## config.mk

```make
export PLATFORM = sky130hd
export DESIGN_NAME = pei_phy_event_irq_unit
export DESIGN_NICKNAME = d
export VERILOG_FILES = /design/src/pei_pkg.sv /design/src/pei_phy_event_irq_unit.sv
export SDC_FILE = /design/constraint.sdc
export NUM_CORES = 1
export LEC_CHECK = 0
export ABC_AREA = 1
export ABC_CLOCK_PERIOD_IN_PS = 1100
export BUFFER_PORTS_ARGS = -buffer_cell sky130_fd_sc_hd__buf_2
export CAP_MARGIN = 10
export CORE_ASPECT_RATIO = 0.6
export CORE_MARGIN = 1.5
export CORE_UTILIZATION = 40
export DETAILED_ROUTE_END_ITERATION = 8
export GPL_ROUTABILITY_DRIVEN = 1
export PLACE_DENSITY = 0.72
export SYNTH_ARGS = -nofsm -noshare
export SYNTH_HDL_FRONTEND = slang
export SYNTH_SLANG_ARGS = --single-unit
export TNS_END_PERCENT = 100
```

## constraint.sdc

```tcl
create_clock -name clk_sys -period 1.1 [get_ports clk_sys]
set_input_delay 0.22 -clock clk_sys [delete_from_list [all_inputs] [get_ports clk_sys]]
set_output_delay 0.22 -clock clk_sys [all_outputs]
set_load 0.02 [all_outputs]
```

## src/pei_pkg.sv

```systemverilog
// pei_pkg: constants, register map and carriers of the phy event interrupt unit.
// assumes a 5-bit management register address space and 16-bit register data.
package pei_pkg;

  // ------------------------------------------------------------
  // widths and register map
  // ------------------------------------------------------------
  localparam int ADDR_W = 5;
  localparam int DATA_W = 16;
  typedef logic [DATA_W-1:0] pei_word_t;
  typedef logic [ADDR_W-1:0] pei_addr_t;

  localparam pei_addr_t ADDR_EXT_CTRL = 5'h17;
  localparam pei_addr_t ADDR_MASK = 5'h19;
  localparam pei_addr_t ADDR_CAUSE = 5'h1a;
  localparam pei_addr_t ADDR_AUX_CTRL = 5'h1c;

  localparam pei_word_t MASK_RST = 16'h0000;
  localparam pei_word_t CAUSE_RST = 16'h0000;
  localparam logic LOW_PWR_RST = 1'b0;
  localparam logic STICKY_HOLD_RST = 1'b0;

  // ------------------------------------------------------------
  // field positions
  // ------------------------------------------------------------
  localparam int BIT_LOW_PWR = 5;
  localparam int BIT_STICKY_HOLD = 1;
  localparam int BIT_PIN_EN = 15;
  localparam int BIT_PEND = 15;
  localparam int BIT_SPEED = 14;
  localparam int BIT_LINK = 13;
  localparam int BIT_DUPLEX = 12;
  localparam int BIT_AN_ERR = 11;
  localparam int BIT_AN_DONE = 10;
  localparam int BIT_PAGE = 9;
  localparam int BIT_SYMBOL = 8;
  localparam int BIT_LOCK = 7;
  localparam int BIT_XOVER = 6;
  localparam int BIT_POLARITY = 5;
  localparam int BIT_JABBER = 4;
  localparam int BIT_FALSE_CAR = 3;
  localparam int BIT_PDET = 2;
  localparam int BIT_MS_ERR = 1;
  localparam int BIT_RX_ERR = 0;

  // cause bits that events may set, and those set regardless of the mask
  localparam pei_word_t CAUSE_EVT_BITS = 16'h7fff;
  localparam pei_word_t UNGATED_BITS = 16'h0001;
  // mask bits kept over a soft reset when sticky hold is set
  localparam pei_word_t STICKY_MASK_BITS = 16'h7fff;

  // operating speed codes
  localparam logic [1:0] SPD_10 = 2'h0;
  localparam logic [1:0] SPD_100 = 2'h1;
  localparam logic [1:0] SPD_1000 = 2'h2;

  // ------------------------------------------------------------
  // carriers
  // ------------------------------------------------------------
  typedef struct packed {
    logic wr;
    logic rd;
    pei_addr_t addr;
    pei_word_t wdata;
  } pei_bus_req_s;

  typedef struct packed {
    logic speedChg;
    logic linkChg;
    logic energyDet;
    logic duplexChg;
    logic anErr;
    logic anDone;
    logic pageRx;
    logic symErr;
    logic lockLost;
    logic xoverChg;
    logic polarityChg;
    logic jabber;
    logic falseCarrier;
    logic pdetErr;
    logic msErr;
    logic rxErr;
    logic netActivity;
    logic anEnabled;
    logic [1:0] speed;
  } pei_evt_s;

endpackage

```

## src/pei_phy_event_irq_unit.sv

```systemverilog
// pei_phy_event_irq_unit: event mask, clear-on-read cause flags and the
// active-low management interrupt of the phy.
// assumes event pulses and mode levels synchronous to clk_sys, and a
// register master that holds each strobe for exactly one cycle.
//
// Contract
// - pin enable lets pending drive interrupt
// - interrupt low only when enable and pending
// - causes still set with pin disabled
// - pending while unread cause, cleared by read
// - no pending report without pin enable
// - speed change sets gated cause fourteen
// - cause thirteen energy or link by mode
// - mask thirteen follows low power mode
// - duplex change sets gated cause twelve
// - negotiation error sets gated cause eleven
// - negotiation done sets gated cause ten
// - next page sets gated cause nine
// - symbol error at 100/1000 sets cause eight
// - lock lost sets gated cause seven
// - crossover change sets gated cause six
// - crossover cause only with negotiation enabled
// - polarity change sets gated cause five
// - jabber cause only at 10 Mb/s
// - false carrier sets gated cause three
// - parallel detect error sets cause two
// - master/slave error only at 1000 Mb/s
// - receive error always sets cause zero
// - software sets low power, activity clears
// - sticky mask bits survive soft reset if held
`timescale 1ns/1ps

module pei_phy_event_irq_unit (
  input wire logic clk_sys,
  input wire logic srst,
  input wire pei_pkg::pei_bus_req_s busReq,
  output pei_pkg::pei_word_t rdData,
  input wire pei_pkg::pei_evt_s evt,
  input wire logic mgmtSoftRst,
  output logic mgmtIrqOutN
);
  import pei_pkg::*;

  // ------------------------------------------------------------
  // decode helpers
  // ------------------------------------------------------------
  function automatic logic busHit(
    input pei_bus_req_s r,
    input pei_addr_t a,
    input logic isWr
  );
    busHit = (isWr ? r.wr : r.rd) && (r.addr == a);
  endfunction

  // raw event vector before the mask; mode qualifiers applied here
  function automatic pei_word_t qualify(
    input pei_evt_s e,
    input logic lowPwr
  );
    pei_word_t q;
    q = '0;
    q[BIT_SPEED] = e.speedChg;
    q[BIT_LINK] = lowPwr ? e.energyDet : e.linkChg;
    q[BIT_DUPLEX] = e.duplexChg;
    q[BIT_AN_ERR] = e.anErr;
    q[BIT_AN_DONE] = e.anDone;
    q[BIT_PAGE] = e.pageRx;
    q[BIT_SYMBOL] = e.symErr && (e.speed != SPD_10);
    q[BIT_LOCK] = e.lockLost;
    q[BIT_XOVER] = e.xoverChg && e.anEnabled;
    q[BIT_POLARITY] = e.polarityChg;
    q[BIT_JABBER] = e.jabber && (e.speed == SPD_10);
    q[BIT_FALSE_CAR] = e.falseCarrier;
    q[BIT_PDET] = e.pdetErr;
    q[BIT_MS_ERR] = e.msErr && (e.speed == SPD_1000);
    q[BIT_RX_ERR] = e.rxErr;
    qualify = q;
  endfunction

  // ------------------------------------------------------------
  // state
  // ------------------------------------------------------------
  pei_word_t mask_r;
  pei_word_t cause_r;
  pei_word_t cause_nxt;
  pei_word_t rdData_r;
  pei_word_t rawEvt;
  pei_word_t setVec;
  logic lowPwr_r;
  logic stickyHold_r;
  logic irqN_r;
  logic pending;
  logic wrMask;
  logic wrExt;
  logic wrAux;
  logic rdCause;

  assign wrMask = busHit(busReq, ADDR_MASK, 1'b1);
  assign wrExt = busHit(busReq, ADDR_EXT_CTRL, 1'b1);
  assign wrAux = busHit(busReq, ADDR_AUX_CTRL, 1'b1);
  assign rdCause = busHit(busReq, ADDR_CAUSE, 1'b0);

  // ------------------------------------------------------------
  // event qualification
  // ------------------------------------------------------------
  // one mask bit serves both link change and energy detect
  assign rawEvt = qualify(evt, lowPwr_r);

  // mask gates every cause except the receive error one
  assign setVec = rawEvt & (mask_r | UNGATED_BITS) & CAUSE_EVT_BITS;

  // ------------------------------------------------------------
  // cause flags
  // ------------------------------------------------------------
  // set is or-ed after the read clear, so a same-cycle event survives
  always_comb begin
    cause_nxt = (rdCause ? CAUSE_RST : cause_r) | setVec;
  end

  always_ff @(posedge clk_sys) begin
    if (srst) begin
      cause_r <= CAUSE_RST;
    end else begin
      // causes keep collecting whatever the pin enable says
      cause_r <= cause_nxt;
    end
  end

  // summary bit is derived, so it can never outlive the pin enable
  assign pending = mask_r[BIT_PIN_EN] && (|cause_r[BIT_PEND-1:0]);

  // ------------------------------------------------------------
  // mask register
  // ------------------------------------------------------------
  always_ff @(posedge clk_sys) begin
    if (srst) begin
      mask_r <= MASK_RST;
    end else if (mgmtSoftRst) begin
      if (stickyHold_r) begin
        mask_r <= (mask_r & STICKY_MASK_BITS) | (MASK_RST & ~STICKY_MASK_BITS);
      end else begin
        mask_r <= MASK_RST;
      end
    end else if (wrMask) begin
      mask_r <= busReq.wdata;
    end
  end

  // ------------------------------------------------------------
  // control bits
  // ------------------------------------------------------------
  // network activity wins over a write: the mode would be left at once
  always_ff @(posedge clk_sys) begin
    if (srst || mgmtSoftRst) begin
      lowPwr_r <= LOW_PWR_RST;
    end else if (evt.netActivity) begin
      lowPwr_r <= 1'b0;
    end else if (wrExt) begin
      lowPwr_r <= busReq.wdata[BIT_LOW_PWR];
    end
  end

  // the hold bit is itself sticky and so ignores the soft reset
  always_ff @(posedge clk_sys) begin
    if (srst) begin
      stickyHold_r <= STICKY_HOLD_RST;
    end else if (wrAux) begin
      stickyHold_r <= busReq.wdata[BIT_STICKY_HOLD];
    end
  end

  // ------------------------------------------------------------
  // interrupt pin
  // ------------------------------------------------------------
  // registered nand of enable and pending, one cycle behind the flags
  always_ff @(posedge clk_sys) begin
    if (srst) begin
      irqN_r <= 1'b1;
    end else begin
      irqN_r <= ~(mask_r[BIT_PIN_EN] & pending);
    end
  end

  assign mgmtIrqOutN = irqN_r;

  // ------------------------------------------------------------
  // read data
  // ------------------------------------------------------------
  // data stand only in the cycle after the strobe; unmapped reads zero
  always_ff @(posedge clk_sys) begin
    if (srst || !busReq.rd) begin
      rdData_r <= '0;
    end else begin
      case (busReq.addr)
        ADDR_EXT_CTRL: begin
          rdData_r <= pei_word_t'(lowPwr_r) << BIT_LOW_PWR;
        end
        ADDR_MASK: begin
          rdData_r <= mask_r;
        end
        ADDR_CAUSE: begin
          rdData_r <= {pending, cause_r[BIT_PEND-1:0]};
        end
        ADDR_AUX_CTRL: begin
          rdData_r <= pei_word_t'(stickyHold_r) << BIT_STICKY_HOLD;
        end
        default: begin
          rdData_r <= '0;
        end
      endcase
    end
  end

  assign rdData = rdData_r;

  // ------------------------------------------------------------
  // assertions
  // ------------------------------------------------------------
  AST_PIN_NAND: assert property (
    @(posedge clk_sys) disable iff (srst)
    !$past(srst) |->
    (mgmtIrqOutN == !($past(mask_r[BIT_PIN_EN]) && $past(|cause_r[14:0]))))
    else $error("interrupt pin not the nand of enable and pending");

  AST_PIN_DISABLED_HIGH: assert property (
    @(posedge clk_sys) disable iff (srst)
    (!mask_r[BIT_PIN_EN] && !$past(srst)) |=> mgmtIrqOutN)
    else $error("interrupt pin driven while pin enable is zero");

  AST_NO_PEND_WITHOUT_EN: assert property (
    @(posedge clk_sys) disable iff (srst)
    (busReq.rd && busReq.addr == ADDR_CAUSE && !mask_r[BIT_PIN_EN])
    |=> !rdData[BIT_PEND])
    else $error("pending reported with pin enable clear");

  AST_CAUSE_WHILE_PIN_OFF: assert property (
    @(posedge clk_sys) disable iff (srst)
    (!mask_r[BIT_PIN_EN] && mask_r[BIT_LOCK] && evt.lockLost && !mgmtSoftRst)
    |=> cause_r[BIT_LOCK])
    else $error("cause not set while pin enable is zero");

  AST_READ_CLEARS: assert property (
    @(posedge clk_sys) disable iff (srst)
    (rdCause && setVec == '0) |=> (cause_r == '0) ##1 mgmtIrqOutN)
    else $error("cause read did not clear flags and pending");

  AST_READ_RETURNS_FLAGS: assert property (
    @(posedge clk_sys) disable iff (srst)
    rdCause |=> (rdData[14:0] == $past(cause_r[14:0])))
    else $error("cause read data differ from flags before clear");

  AST_SPEED_GATED: assert property (
    @(posedge clk_sys) disable iff (srst)
    $rose(cause_r[BIT_SPEED]) |-> ($past(mask_r[BIT_SPEED]) && $past(evt.speedChg)))
    else $error("speed cause set without mask or event");

  AST_LINK_BY_MODE: assert property (
    @(posedge clk_sys) disable iff (srst)
    $rose(cause_r[BIT_LINK]) |->
    ($past(mask_r[BIT_LINK]) &&
     ($past(lowPwr_r) ? $past(evt.energyDet) : $past(evt.linkChg))))
    else $error("link or energy cause set by the wrong source");

  AST_ENERGY_SETS: assert property (
    @(posedge clk_sys) disable iff (srst)
    (lowPwr_r && mask_r[BIT_LINK] && evt.energyDet) |=> cause_r[BIT_LINK])
    else $error("energy detect lost in low power mode");

  AST_XOVER_AN_ONLY: assert property (
    @(posedge clk_sys) disable iff (srst)
    $rose(cause_r[BIT_XOVER]) |-> $past(evt.anEnabled))
    else $error("crossover cause set with negotiation disabled");

  AST_JABBER_10_ONLY: assert property (
    @(posedge clk_sys) disable iff (srst)
    $rose(cause_r[BIT_JABBER]) |-> ($past(evt.speed) == SPD_10))
    else $error("jabber cause set outside 10 Mb/s");

  AST_MS_1000_ONLY: assert property (
    @(posedge clk_sys) disable iff (srst)
    $rose(cause_r[BIT_MS_ERR]) |-> ($past(evt.speed) == SPD_1000))
    else $error("master/slave cause set outside 1000 Mb/s");

  AST_SYMBOL_NOT_10: assert property (
    @(posedge clk_sys) disable iff (srst)
    $rose(cause_r[BIT_SYMBOL]) |-> ($past(evt.speed) != SPD_10))
    else $error("symbol cause set at 10 Mb/s");

  AST_RXERR_UNGATED: assert property (
    @(posedge clk_sys) disable iff (srst)
    evt.rxErr |=> cause_r[BIT_RX_ERR])
    else $error("receive error not recorded");

  AST_EVENT_DURING_READ: assert property (
    @(posedge clk_sys) disable iff (srst)
    (rdCause && evt.rxErr) |=> cause_r[BIT_RX_ERR] ##1
    (!$past(rdCause) || rdData[BIT_RX_ERR]))
    else $error("event in read cycle was lost");

  AST_LOW_PWR_CLEARED: assert property (
    @(posedge clk_sys) disable iff (srst)
    evt.netActivity |=> !lowPwr_r)
    else $error("low power mode survived network activity");

  AST_SOFT_RST_CLEARS: assert property (
    @(posedge clk_sys) disable iff (srst)
    (mgmtSoftRst && !stickyHold_r) |=> (mask_r == MASK_RST))
    else $error("mask kept over soft reset without sticky hold");

  AST_SOFT_RST_HOLDS: assert property (
    @(posedge clk_sys) disable iff (srst)
    (mgmtSoftRst && stickyHold_r) |=>
    (mask_r[14:0] == $past(mask_r[14:0])) && !mask_r[BIT_PIN_EN])
    else $error("sticky mask bits lost over held soft reset");

  AST_DUPLEX_GATED: assert property (
    @(posedge clk_sys) disable iff (srst)
    $rose(cause_r[BIT_DUPLEX]) |-> ($past(mask_r[BIT_DUPLEX]) && $past(evt.duplexChg)))
    else $error("duplex cause set without mask or event");

  AST_AN_ERR_GATED: assert property (
    @(posedge clk_sys) disable iff (srst)
    $rose(cause_r[BIT_AN_ERR]) |-> ($past(mask_r[BIT_AN_ERR]) && $past(evt.anErr)))
    else $error("negotiation error cause set without mask or event");

  AST_AN_DONE_GATED: assert property (
    @(posedge clk_sys) disable iff (srst)
    $rose(cause_r[BIT_AN_DONE]) |-> ($past(mask_r[BIT_AN_DONE]) && $past(evt.anDone)))
    else $error("negotiation done cause set without mask or event");

  AST_PAGE_GATED: assert property (
    @(posedge clk_sys) disable iff (srst)
    $rose(cause_r[BIT_PAGE]) |-> ($past(mask_r[BIT_PAGE]) && $past(evt.pageRx)))
    else $error("page cause set without mask or event");

  AST_LOCK_GATED: assert property (
    @(posedge clk_sys) disable iff (srst)
    $rose(cause_r[BIT_LOCK]) |-> ($past(mask_r[BIT_LOCK]) && $past(evt.lockLost)))
    else $error("lock lost cause set without mask or event");

  AST_XOVER_GATED: assert property (
    @(posedge clk_sys) disable iff (srst)
    $rose(cause_r[BIT_XOVER]) |-> ($past(mask_r[BIT_XOVER]) && $past(evt.xoverChg)))
    else $error("crossover cause set without mask or event");

  AST_POLARITY_GATED: assert property (
    @(posedge clk_sys) disable iff (srst)
    $rose(cause_r[BIT_POLARITY]) |-> ($past(mask_r[BIT_POLARITY]) && $past(evt.polarityChg)))
    else $error("polarity cause set without mask or event");

  AST_FALSE_CAR_GATED: assert property (
    @(posedge clk_sys) disable iff (srst)
    $rose(cause_r[BIT_FALSE_CAR]) |-> ($past(mask_r[BIT_FALSE_CAR]) && $past(evt.falseCarrier)))
    else $error("false carrier cause set without mask or event");

  AST_PDET_GATED: assert property (
    @(posedge clk_sys) disable iff (srst)
    $rose(cause_r[BIT_PDET]) |-> ($past(mask_r[BIT_PDET]) && $past(evt.pdetErr)))
    else $error("parallel detect cause set without mask or event");

  AST_FLAGS_HOLD: assert property (
    @(posedge clk_sys) disable iff (srst)
    (!rdCause && setVec == '0) |=> (cause_r == $past(cause_r)))
    else $error("cause flags changed without read or event");

  AST_RDDATA_IDLE: assert property (
    @(posedge clk_sys) disable iff (srst)
    !busReq.rd |=> (rdData == '0))
    else $error("read data present without a read");

  AST_SOFT_RST_LOW_PWR: assert property (
    @(posedge clk_sys) disable iff (srst)
    mgmtSoftRst |=> !lowPwr_r)
    else $error("low power mode survived soft reset");

  AST_MASK_WRITE: assert property (
    @(posedge clk_sys) disable iff (srst)
    (wrMask && !mgmtSoftRst) |=> (mask_r == $past(busReq.wdata)))
    else $error("mask write not taken");

endmodule

```

Word level (Yosys, flattened, before mapping) --
Cells that the tools add are included.
Storage, ports and cells: memory bits (read-only) 0, latch bits 0, memories kept 0, register bits after elaboration 51, RAM bits 0, input bits 46, logic and storage cells 41
Cells by class: add/subtract/negate cells 0, equality and inequality tests 6, div/mod/pow operators 0, shift-type cells 0, reduce and logical (&&, ||, !) cells 18, $lt $le $gt $ge 0, multipliers 0, bitwise operators 4, multiplexer cells 6
Operators by type and width (number):
- $pmux 16 s4 | 1
- $mux 16 | 3
- $eq 5x5->1 const B | 4
- $or 16x15->16 | 1
- $and 15x15->15 | 1
- $mux 15 | 1
- $reduce_or 15->1 | 1
- $logic_and 1x1->1 | 9
- $reduce_bool 2->1 | 2
- $eq 2x2->1 const B | 1
- $logic_not 2->1 | 1
- $logic_or 1x1->1 | 2
- $ne 2x2->1 const B | 1
- $reduce_and 2->1 | 1
- $reduce_or 2->1 | 1
- $and 1x1->1 | 1
- $logic_not 1->1 | 1
- $mux 1 | 1
- $not 1->1 | 1

Logic depth before layout (Yosys ltp) --
Gate-level depths: netlist (run 1).
depth in word-level cells 4, depth in mapped cells 7

Worst setup path after synthesis (run 1) --
No wires, ideal clock.
path kind input port to flip-flop, start input port busReq[18] (netlist name), end register cause_r[8], stages on the path 7, path slack 62 ps, buffers on the path 1, arrival time 921 ps, library setup time 117 ps, cell sequence inv_1 -> nand2_2 -> nor2_4 -> nand2_4 -> buf_6 -> nand3_4 -> o21ai_2
Between the ends: longest elaborated chain between the ends 4
RTL lines:
- start, declared | line pei_phy_event_irq_unit.sv:36 | input wire pei_pkg::pei_bus_req_s busReq,
- $eq 5x5->1 | line pei_phy_event_irq_unit.sv:52 | busHit = (isWr ? r.wr : r.rd) && (r.addr == a);
- $logic_and 1x1->1 | line pei_phy_event_irq_unit.sv:52
- $mux 16 | line pei_phy_event_irq_unit.sv:117 | cause_nxt = (rdCause ? CAUSE_RST : cause_r) | setVec;
- $or 16x15->16 | line pei_phy_event_irq_unit.sv:117
- end signal, assigned | line pei_phy_event_irq_unit.sv:125 | cause_r <= cause_nxt;
- end, declared | line pei_phy_event_irq_unit.sv:84 | pei_word_t cause_r;
No other way between the ends. A chain may end at the register's enable or synchronous reset.

Worst setup path in the final report (run 1) --
start register cause_r[6], end register rdData_r[15], in the netlist rdData[15]
Between the ends: longest elaborated chain between the ends 3
RTL lines:
- $reduce_or 15->1 | line pei_phy_event_irq_unit.sv:130 | assign pending = mask_r[BIT_PIN_EN] && (|cause_r[BIT_PEND-1:0]);
- $logic_and 1x1->1 | line pei_phy_event_irq_unit.sv:130
- $pmux 16 s4 | line pei_phy_event_irq_unit.sv:194 | case (busReq.addr)
- end signal, assigned | line pei_phy_event_irq_unit.sv:196 | rdData_r <= pei_word_t'(lowPwr_r) << BIT_LOW_PWR;
- end signal, assigned | line pei_phy_event_irq_unit.sv:199 | rdData_r <= mask_r;
- end signal, assigned | line pei_phy_event_irq_unit.sv:202 | rdData_r <= {pending, cause_r[BIT_PEND-1:0]};
- end, declared | line pei_phy_event_irq_unit.sv:86 | pei_word_t rdData_r;
No other way between the ends.

==> flow_summary.yaml, run 1 <==
run_status:
  status: "finished, final reports clean"
place:
  dpl.hpwl_um: 4265
  port_buffers: 62
  dpl_worst_slack_ps: -183.6
  dp.cells: 448
  place_congestion: 0.8271
  placed_area_um2: 2835
sta:
  finalCriticalPeriod_ps: 1012
  rsz0062_at_grt: "false"
  fmax_mhz: 988.4
  setup_tns_ps: 0
  hold_violations: 0
  min_period_over_period_pct: 91.98
  worst_slew_pin_slew_ps: 272.4
  slew_headroom_pct: 81.77
  finalSetupViolations: 0
  slew_viol_final: 0
  fin_ws_ps: 88.26
  finClkSkew_ps: 4.133
grt:
  grt_max_degree: 16
  grt_util_all_layers_pct: 17.95
  grt_pass1_wl_um: 8583
  antenna_found_initial: 0
  grt.overflow.total: 0
  grt_pass1_vias: 1826
drt:
  first_iter_violations: 121
  ant_nets: 0
  routed_wl_um: 5600
  via_per_inst: 4.598
  first_pass_iters: 4
  vias: 2092
  drc: 0
  wire_per_inst_um: 12.31
worst_setup_path:
  max_stage_delay_ps: 340
  endpoint_kind: "register"
  r2r-start: "cause_r[6]"
  rr_worst_depth: 6
  required_ps: 1310
  cp_max_fo: 3
  cp_num_buf_inv: 0
  crit_chain: "nor2_1 -> nand2_1 -> nor2_2 -> nand3_1 -> nand2_1 -> nor2_1"
  cpLargestDelayFamily: "simple AND/OR/NAND/NOR gates"
  criticalPathCategory: "reg2reg"
  cp_slowest_cell: "dfxtp_1"
  crit_path_start_kind: "register"
  reg2reg_to: "rdData[15]"
  r2r_setup_slack_ps: 90
  worstPathArrival_ps: 1220
min_path:
  min_delay_path_depth: 3
  min_from: "evt[7]"
  min_path_type: "in2reg"
  holdPathEnd: "cause_r[3]"
yosys:
  synthDistinctLibCells: 23
  yosysSeqAreaShare_pct: 42.92
  synth.avg_cell_area_um2: 7.906
  netlist_instances: 295
  synth_nets: 341
  yosysWarningCount: 0
  synthAdderAreaFrac_pct: 0
  synth_xor_area_share_pct: 0
  synth_simple_gate_area_share_pct: 41.95
  synth_top_family_by_area: "simple AND/OR/NAND/NOR gates"
  synthMuxAreaShare_pct: 0
  synthesis.area_um2: 2332
  synth-compound-area-share_pct: 6.599
  synth_seq_cells: 50
cells_and_area:
  fin_area_um2: 2950
  final_cells: 455
  layout-area-overhead-vs-synth_pct: 26.50
  diodes: 0
  nNetsFinal: 421
  final_layout_size_suffix_gt1_share_pct: 37.87
  nFillCells: 547
cts:
  clkLatencyLatePin_ps: 310
  post_cts_buffers: 0
  clock_sinks: 50
  cts_made_buffers: 5
  cts_tree: "done"
  cts_buffer_depth: 2
  clkTransAtPathRegs_ps: 90
  cts_max_level: 2
  root_buffer: "clkbuf_8"
power_and_ir_drop:
  power.internal_mw: 2.665
  combinationalPowerShare_pct: 8.5
  power.share.sequential_pct: 53.0
  p_total_mw: 3.435
  p_leak_nw: 1.437
  ir_drop_uv: 515.2
  netSwitchingPower_uw: 769.3
  switching_share_pct: 22.40
  power.density_nw_per_um2: 1164
  p_clk_share_pct: 38.6
floorplan:
  core.rowCount: 21
  start_util_pct: 41.67
  ios: 63
  core_area_um2: 5597
  die_h_um: 62.15
  dieWidth_um: 101.6
  die_area_um2: 6313
job:
  maxCapViolations: 0
[synth_stat cells, drive strengths merged]
cell type    n  share of area, %
nand4        5               1.3
o21a         1              0.32
dfxtp       50                43
nand3b       6               2.5
nor2        27               5.7
buf         11               4.2
nand2      103                18
inv         27               4.3
a21oi       19               5.7
o21ai        2              0.59
nand3       44                14
[routing by layer]
layer	vias to the layer above	global-route usage, %	routed length [µm]
met1	934	25.77	2758
met5	-	0	0
li1	1094	-	-
met2	58	25.75	2390
met4	0	6.771	60
met3	6	4.392	391
[flip-flops by register name (all words and copies together), names as in the netlist]
signal        cells
mgmtIrqOutN       1
lowPwr_r          1
mask_r           16
cause_r          15
stickyHold_r      1
rdData           16
[area by class of cell]
| cell class | count | area [µm²] | share of cell area [%] |
|---|---|---|---|
| tap | 80 | 100.1 | 3.393 |
| clock buffer | 6 | 82.58 | 2.799 |
| multi-input combinational | 207 | 1135 | 38.46 |
| sequential | 50 | 1001 | 33.93 |
| clock inverter | 1 | 30.03 | 1.018 |
| inverter | 27 | 101.3 | 3.435 |
| timing repair buffer | 84 | 500.5 | 16.96 |
[placed cells by master (no fill, tap or decap), drive strengths merged]
cell    count
nand3b      6
buf        84
o21a        1
clkbuf      6
dfxtp      50
o21ai       2
nand4       5
a21oi      19
bufinv      1
nand2     103
nor2       27
inv        27
nand3      44
[metrics by stage]
step,utilization [%],hold WS [ps]
finish,52.72,120.0
global route,52.72,113.2
CTS,52.67,116.3
detailed placement,50.66,433.2
global placement,50.66,430.8
floorplan,-,337.4
[power by group through the flow]
| stage | registers, mW | logic (mW) | clock network (mW) |
|---|---|---|---|
| after global routing | 1.82 | 0.318 | 1.43 |
| after CTS | 1.82 | 0.291 | 1.36 |
| after global placement | 1.86 | 0.286 | 0 |
| after floorplan | 1.86 | 0.120 | 0 |
| final | 1.82 | 0.291 | 1.32 |
| after detailed placement | 1.86 | 0.289 | 0 |
[tightest hold or removal path: cells and delay by family]
family | cells | cell delay (ps)
buffers and inverters | 1 | 80
and+or+nand+nor | 2 | 100
[cells by family (layout without fill, tap and decap cells)]
group,count (synthesis),count (layout)
AND/OR/NAND/NOR,185,185
AO/OA/AOI/OAI,22,22
flip-flops,50,50
buffers and inverters,38,118
[worst max path at each step]
stage | from | to | slack [ps] | depth (start not counted)
after floorplan | busReq[18] | cause_r[8] | 60 | 7
after global placement | busReq[17] | mask_r[11] | -90 | 7
after detailed placement | busReq[17] | mask_r[11] | -180 | 7
after CTS | cause_r[6] | rdData[15] | 40 | 6
after global routing | cause_r[8] | rdData[15] | 8 | 6
final | cause_r[6] | rdData[15] | 90 | 6
[repair_timing]
action	CTS	global route
setup endpoints to repair	0	1
hold buffers	0	0
resized for setup	0	1
(Power assumes the default switching activity.)
==> run 2: changes to the inputs <==
==> constraint.sdc (replaced) <==
create_clock -name clk_sys -period 1.1 [get_ports clk_sys]
set_input_delay 0.275 -clock clk_sys [delete_from_list [all_inputs] [get_ports clk_sys]]
set_output_delay 0.275 -clock clk_sys [all_outputs]
set_load 0.02 [all_outputs]
==> flow_summary.yaml, run 2 (synthesis gave the netlist of run 1 again) <==
run_status:
  status: "finished, final reports clean"
worst_setup_path:
  worstPathArrival_ps: 780
  crit_path_start_kind: "register"
  endpoint_kind: "primary output"
  cp_max_fo: 1
  crit_chain: "buf_2"
  rr_worst_depth: 6
  cp_slowest_cell: "dfxtp_1"
  required_ps: 820
  r2r_setup_slack_ps: 90
  cpLargestDelayFamily: "flip-flops"
  cp.depth: 1
  reg2reg_to: "rdData[15]"
  criticalPathCategory: "reg2out"
  r2r-start: "cause_r[6]"
  max_stage_delay_ps: 320
  cp_num_buf_inv: 1
place:
  place_congestion: 0.8311
  dpl.hpwl_um: 4269
  dpl_worst_slack_ps: -229.3
  port_buffers: 62
min_path:
  min_delay_path_depth: 3
  holdPathEnd: "cause_r[9]"
  min_from: "evt[13]"
  min_path_type: "in2reg"
cells_and_area:
  diodes: 0
  layout-area-overhead-vs-synth_pct: 26.23
  regArea_um2: 1001
  multi_input_area_um2: 1135
  post-route-util_pct: 52.60
  nNetsFinal: 422
  mostFrequentLayoutCells: "nand2_1 (92), buf_2 (59), dfxtp_1 (50)"
  final_layout_size_suffix_gt1_share_pct: 38.03
  nFillCells: 532
  final_common_cell: "nand2_1"
floorplan:
  die_h_um: 62.15
  dieWidth_um: 101.6
  start_util_pct: 41.67
  core_area_um2: 5597
  die_area_um2: 6313
  core.rowCount: 21
  ios: 63
grt:
  grt.overflow.total: 0
  grt_pass1_wl_um: 8769
  grt_util_all_layers_pct: 18.40
  antenna_found_initial: 0
  grt_max_degree: 16
  grt_pass1_vias: 1845
power_and_ir_drop:
  power.share.sequential_pct: 57.7
  combinationalPowerShare_pct: 9.5
  p_clk_share_pct: 32.9
  p_total_mw: 3.155
  power.internal_mw: 2.373
  netSwitchingPower_uw: 781.3
  switching_share_pct: 24.77
  ir_drop_uv: 491.4
  p_leak_nw: 1.432
  power.density_nw_per_um2: 1072
sta:
  fmax_mhz: 949.7
  min_period_over_period_pct: 95.72
  holdWs_ps: 166.8
  finalSetupViolations: 0
  finClkSkew_ps: 6.567
  slew_viol_final: 0
  finalCriticalPeriod_ps: 1053
  worst_slew_pin_slew_ps: 276.6
  hold_violations: 0
  rsz0062_at_grt: "false"
  slew_headroom_pct: 81.49
  fin_ws_ps: 47.03
cts:
  clkLatencyLatePin_ps: 310
  clkTransAtPathRegs_ps: 90
  cts_max_level: 2
  cts_buffer_depth: 2
  cts_made_buffers: 5
  cts_tree: "done"
  clock_sinks: 50
  root_buffer: "clkbuf_8"
  post_cts_buffers: 0
job:
  maxCapViolations: 0
drt:
  first_iter_violations: 97
  ant_nets: 0
  via_per_inst: 4.601
  drc: 0
  first_pass_iters: 5
  vias: 2098
  wire_per_inst_um: 12.16
  routed_wl_um: 5546
-- run 2: power by group through the flow --
stage	Clock [mW]	Sequential, mW	Combinational [mW]
floorplan	0	1.86	0.120
global placement	0	1.86	0.294
detailed placement	0	1.86	0.297
CTS	1.07	1.82	0.298
global route	1.15	1.82	0.323
finish	1.04	1.82	0.299
-- run 2: worst max-delay path by stage --
stage                from    endpoint  slack (ps)
2_1_floorplan  busReq[18]  cause_r[8]           7
3_3_place_gp   busReq[17]  mask_r[11]        -150
3_5_place_dp   busReq[17]   mask_r[0]        -230
4_1_cts         rdData[7]   rdData[7]          30
5_1_grt        rdData[15]  rdData[15]           7
6_report        rdData[2]   rdData[2]          50
-- run 2: what timing repair did --
| item | 4_1_cts | 5_1_grt |
|---|---|---|
| hold buffers | 0 | 0 |
| setup endpoints to repair | 0 | 4 |
| resized for setup | 0 | 4 |
-- run 2: layer usage --
layer,global-route usage [%],routed length [µm],vias to the layer above
li1,-,-,1097
met1,26.64,2780,929
met2,26.50,2311,64
met3,4.505,385,8
met4,6.250,69,0
met5,0,0,-
-- run 2: layout make-up --
cell class	count	share of cell area [%]
Multi-Input combinational cell	207	38.55
Clock inverter	2	0.3400
Inverter	27	3.442
Clock buffer	5	2.337
Tap cell	80	3.400
Sequential cell	50	34.00
Timing Repair Buffer	85	17.93
-- run 2: metrics by stage --
stage	setup TNS [ps]	cells	cell area (µm²)
after floorplan	0	295	2332
after global placement	-4210	449	2855
after detailed placement	-6009	449	2855
after CTS	0	456	2934
after global routing	0	456	2944
final	0	456	2944
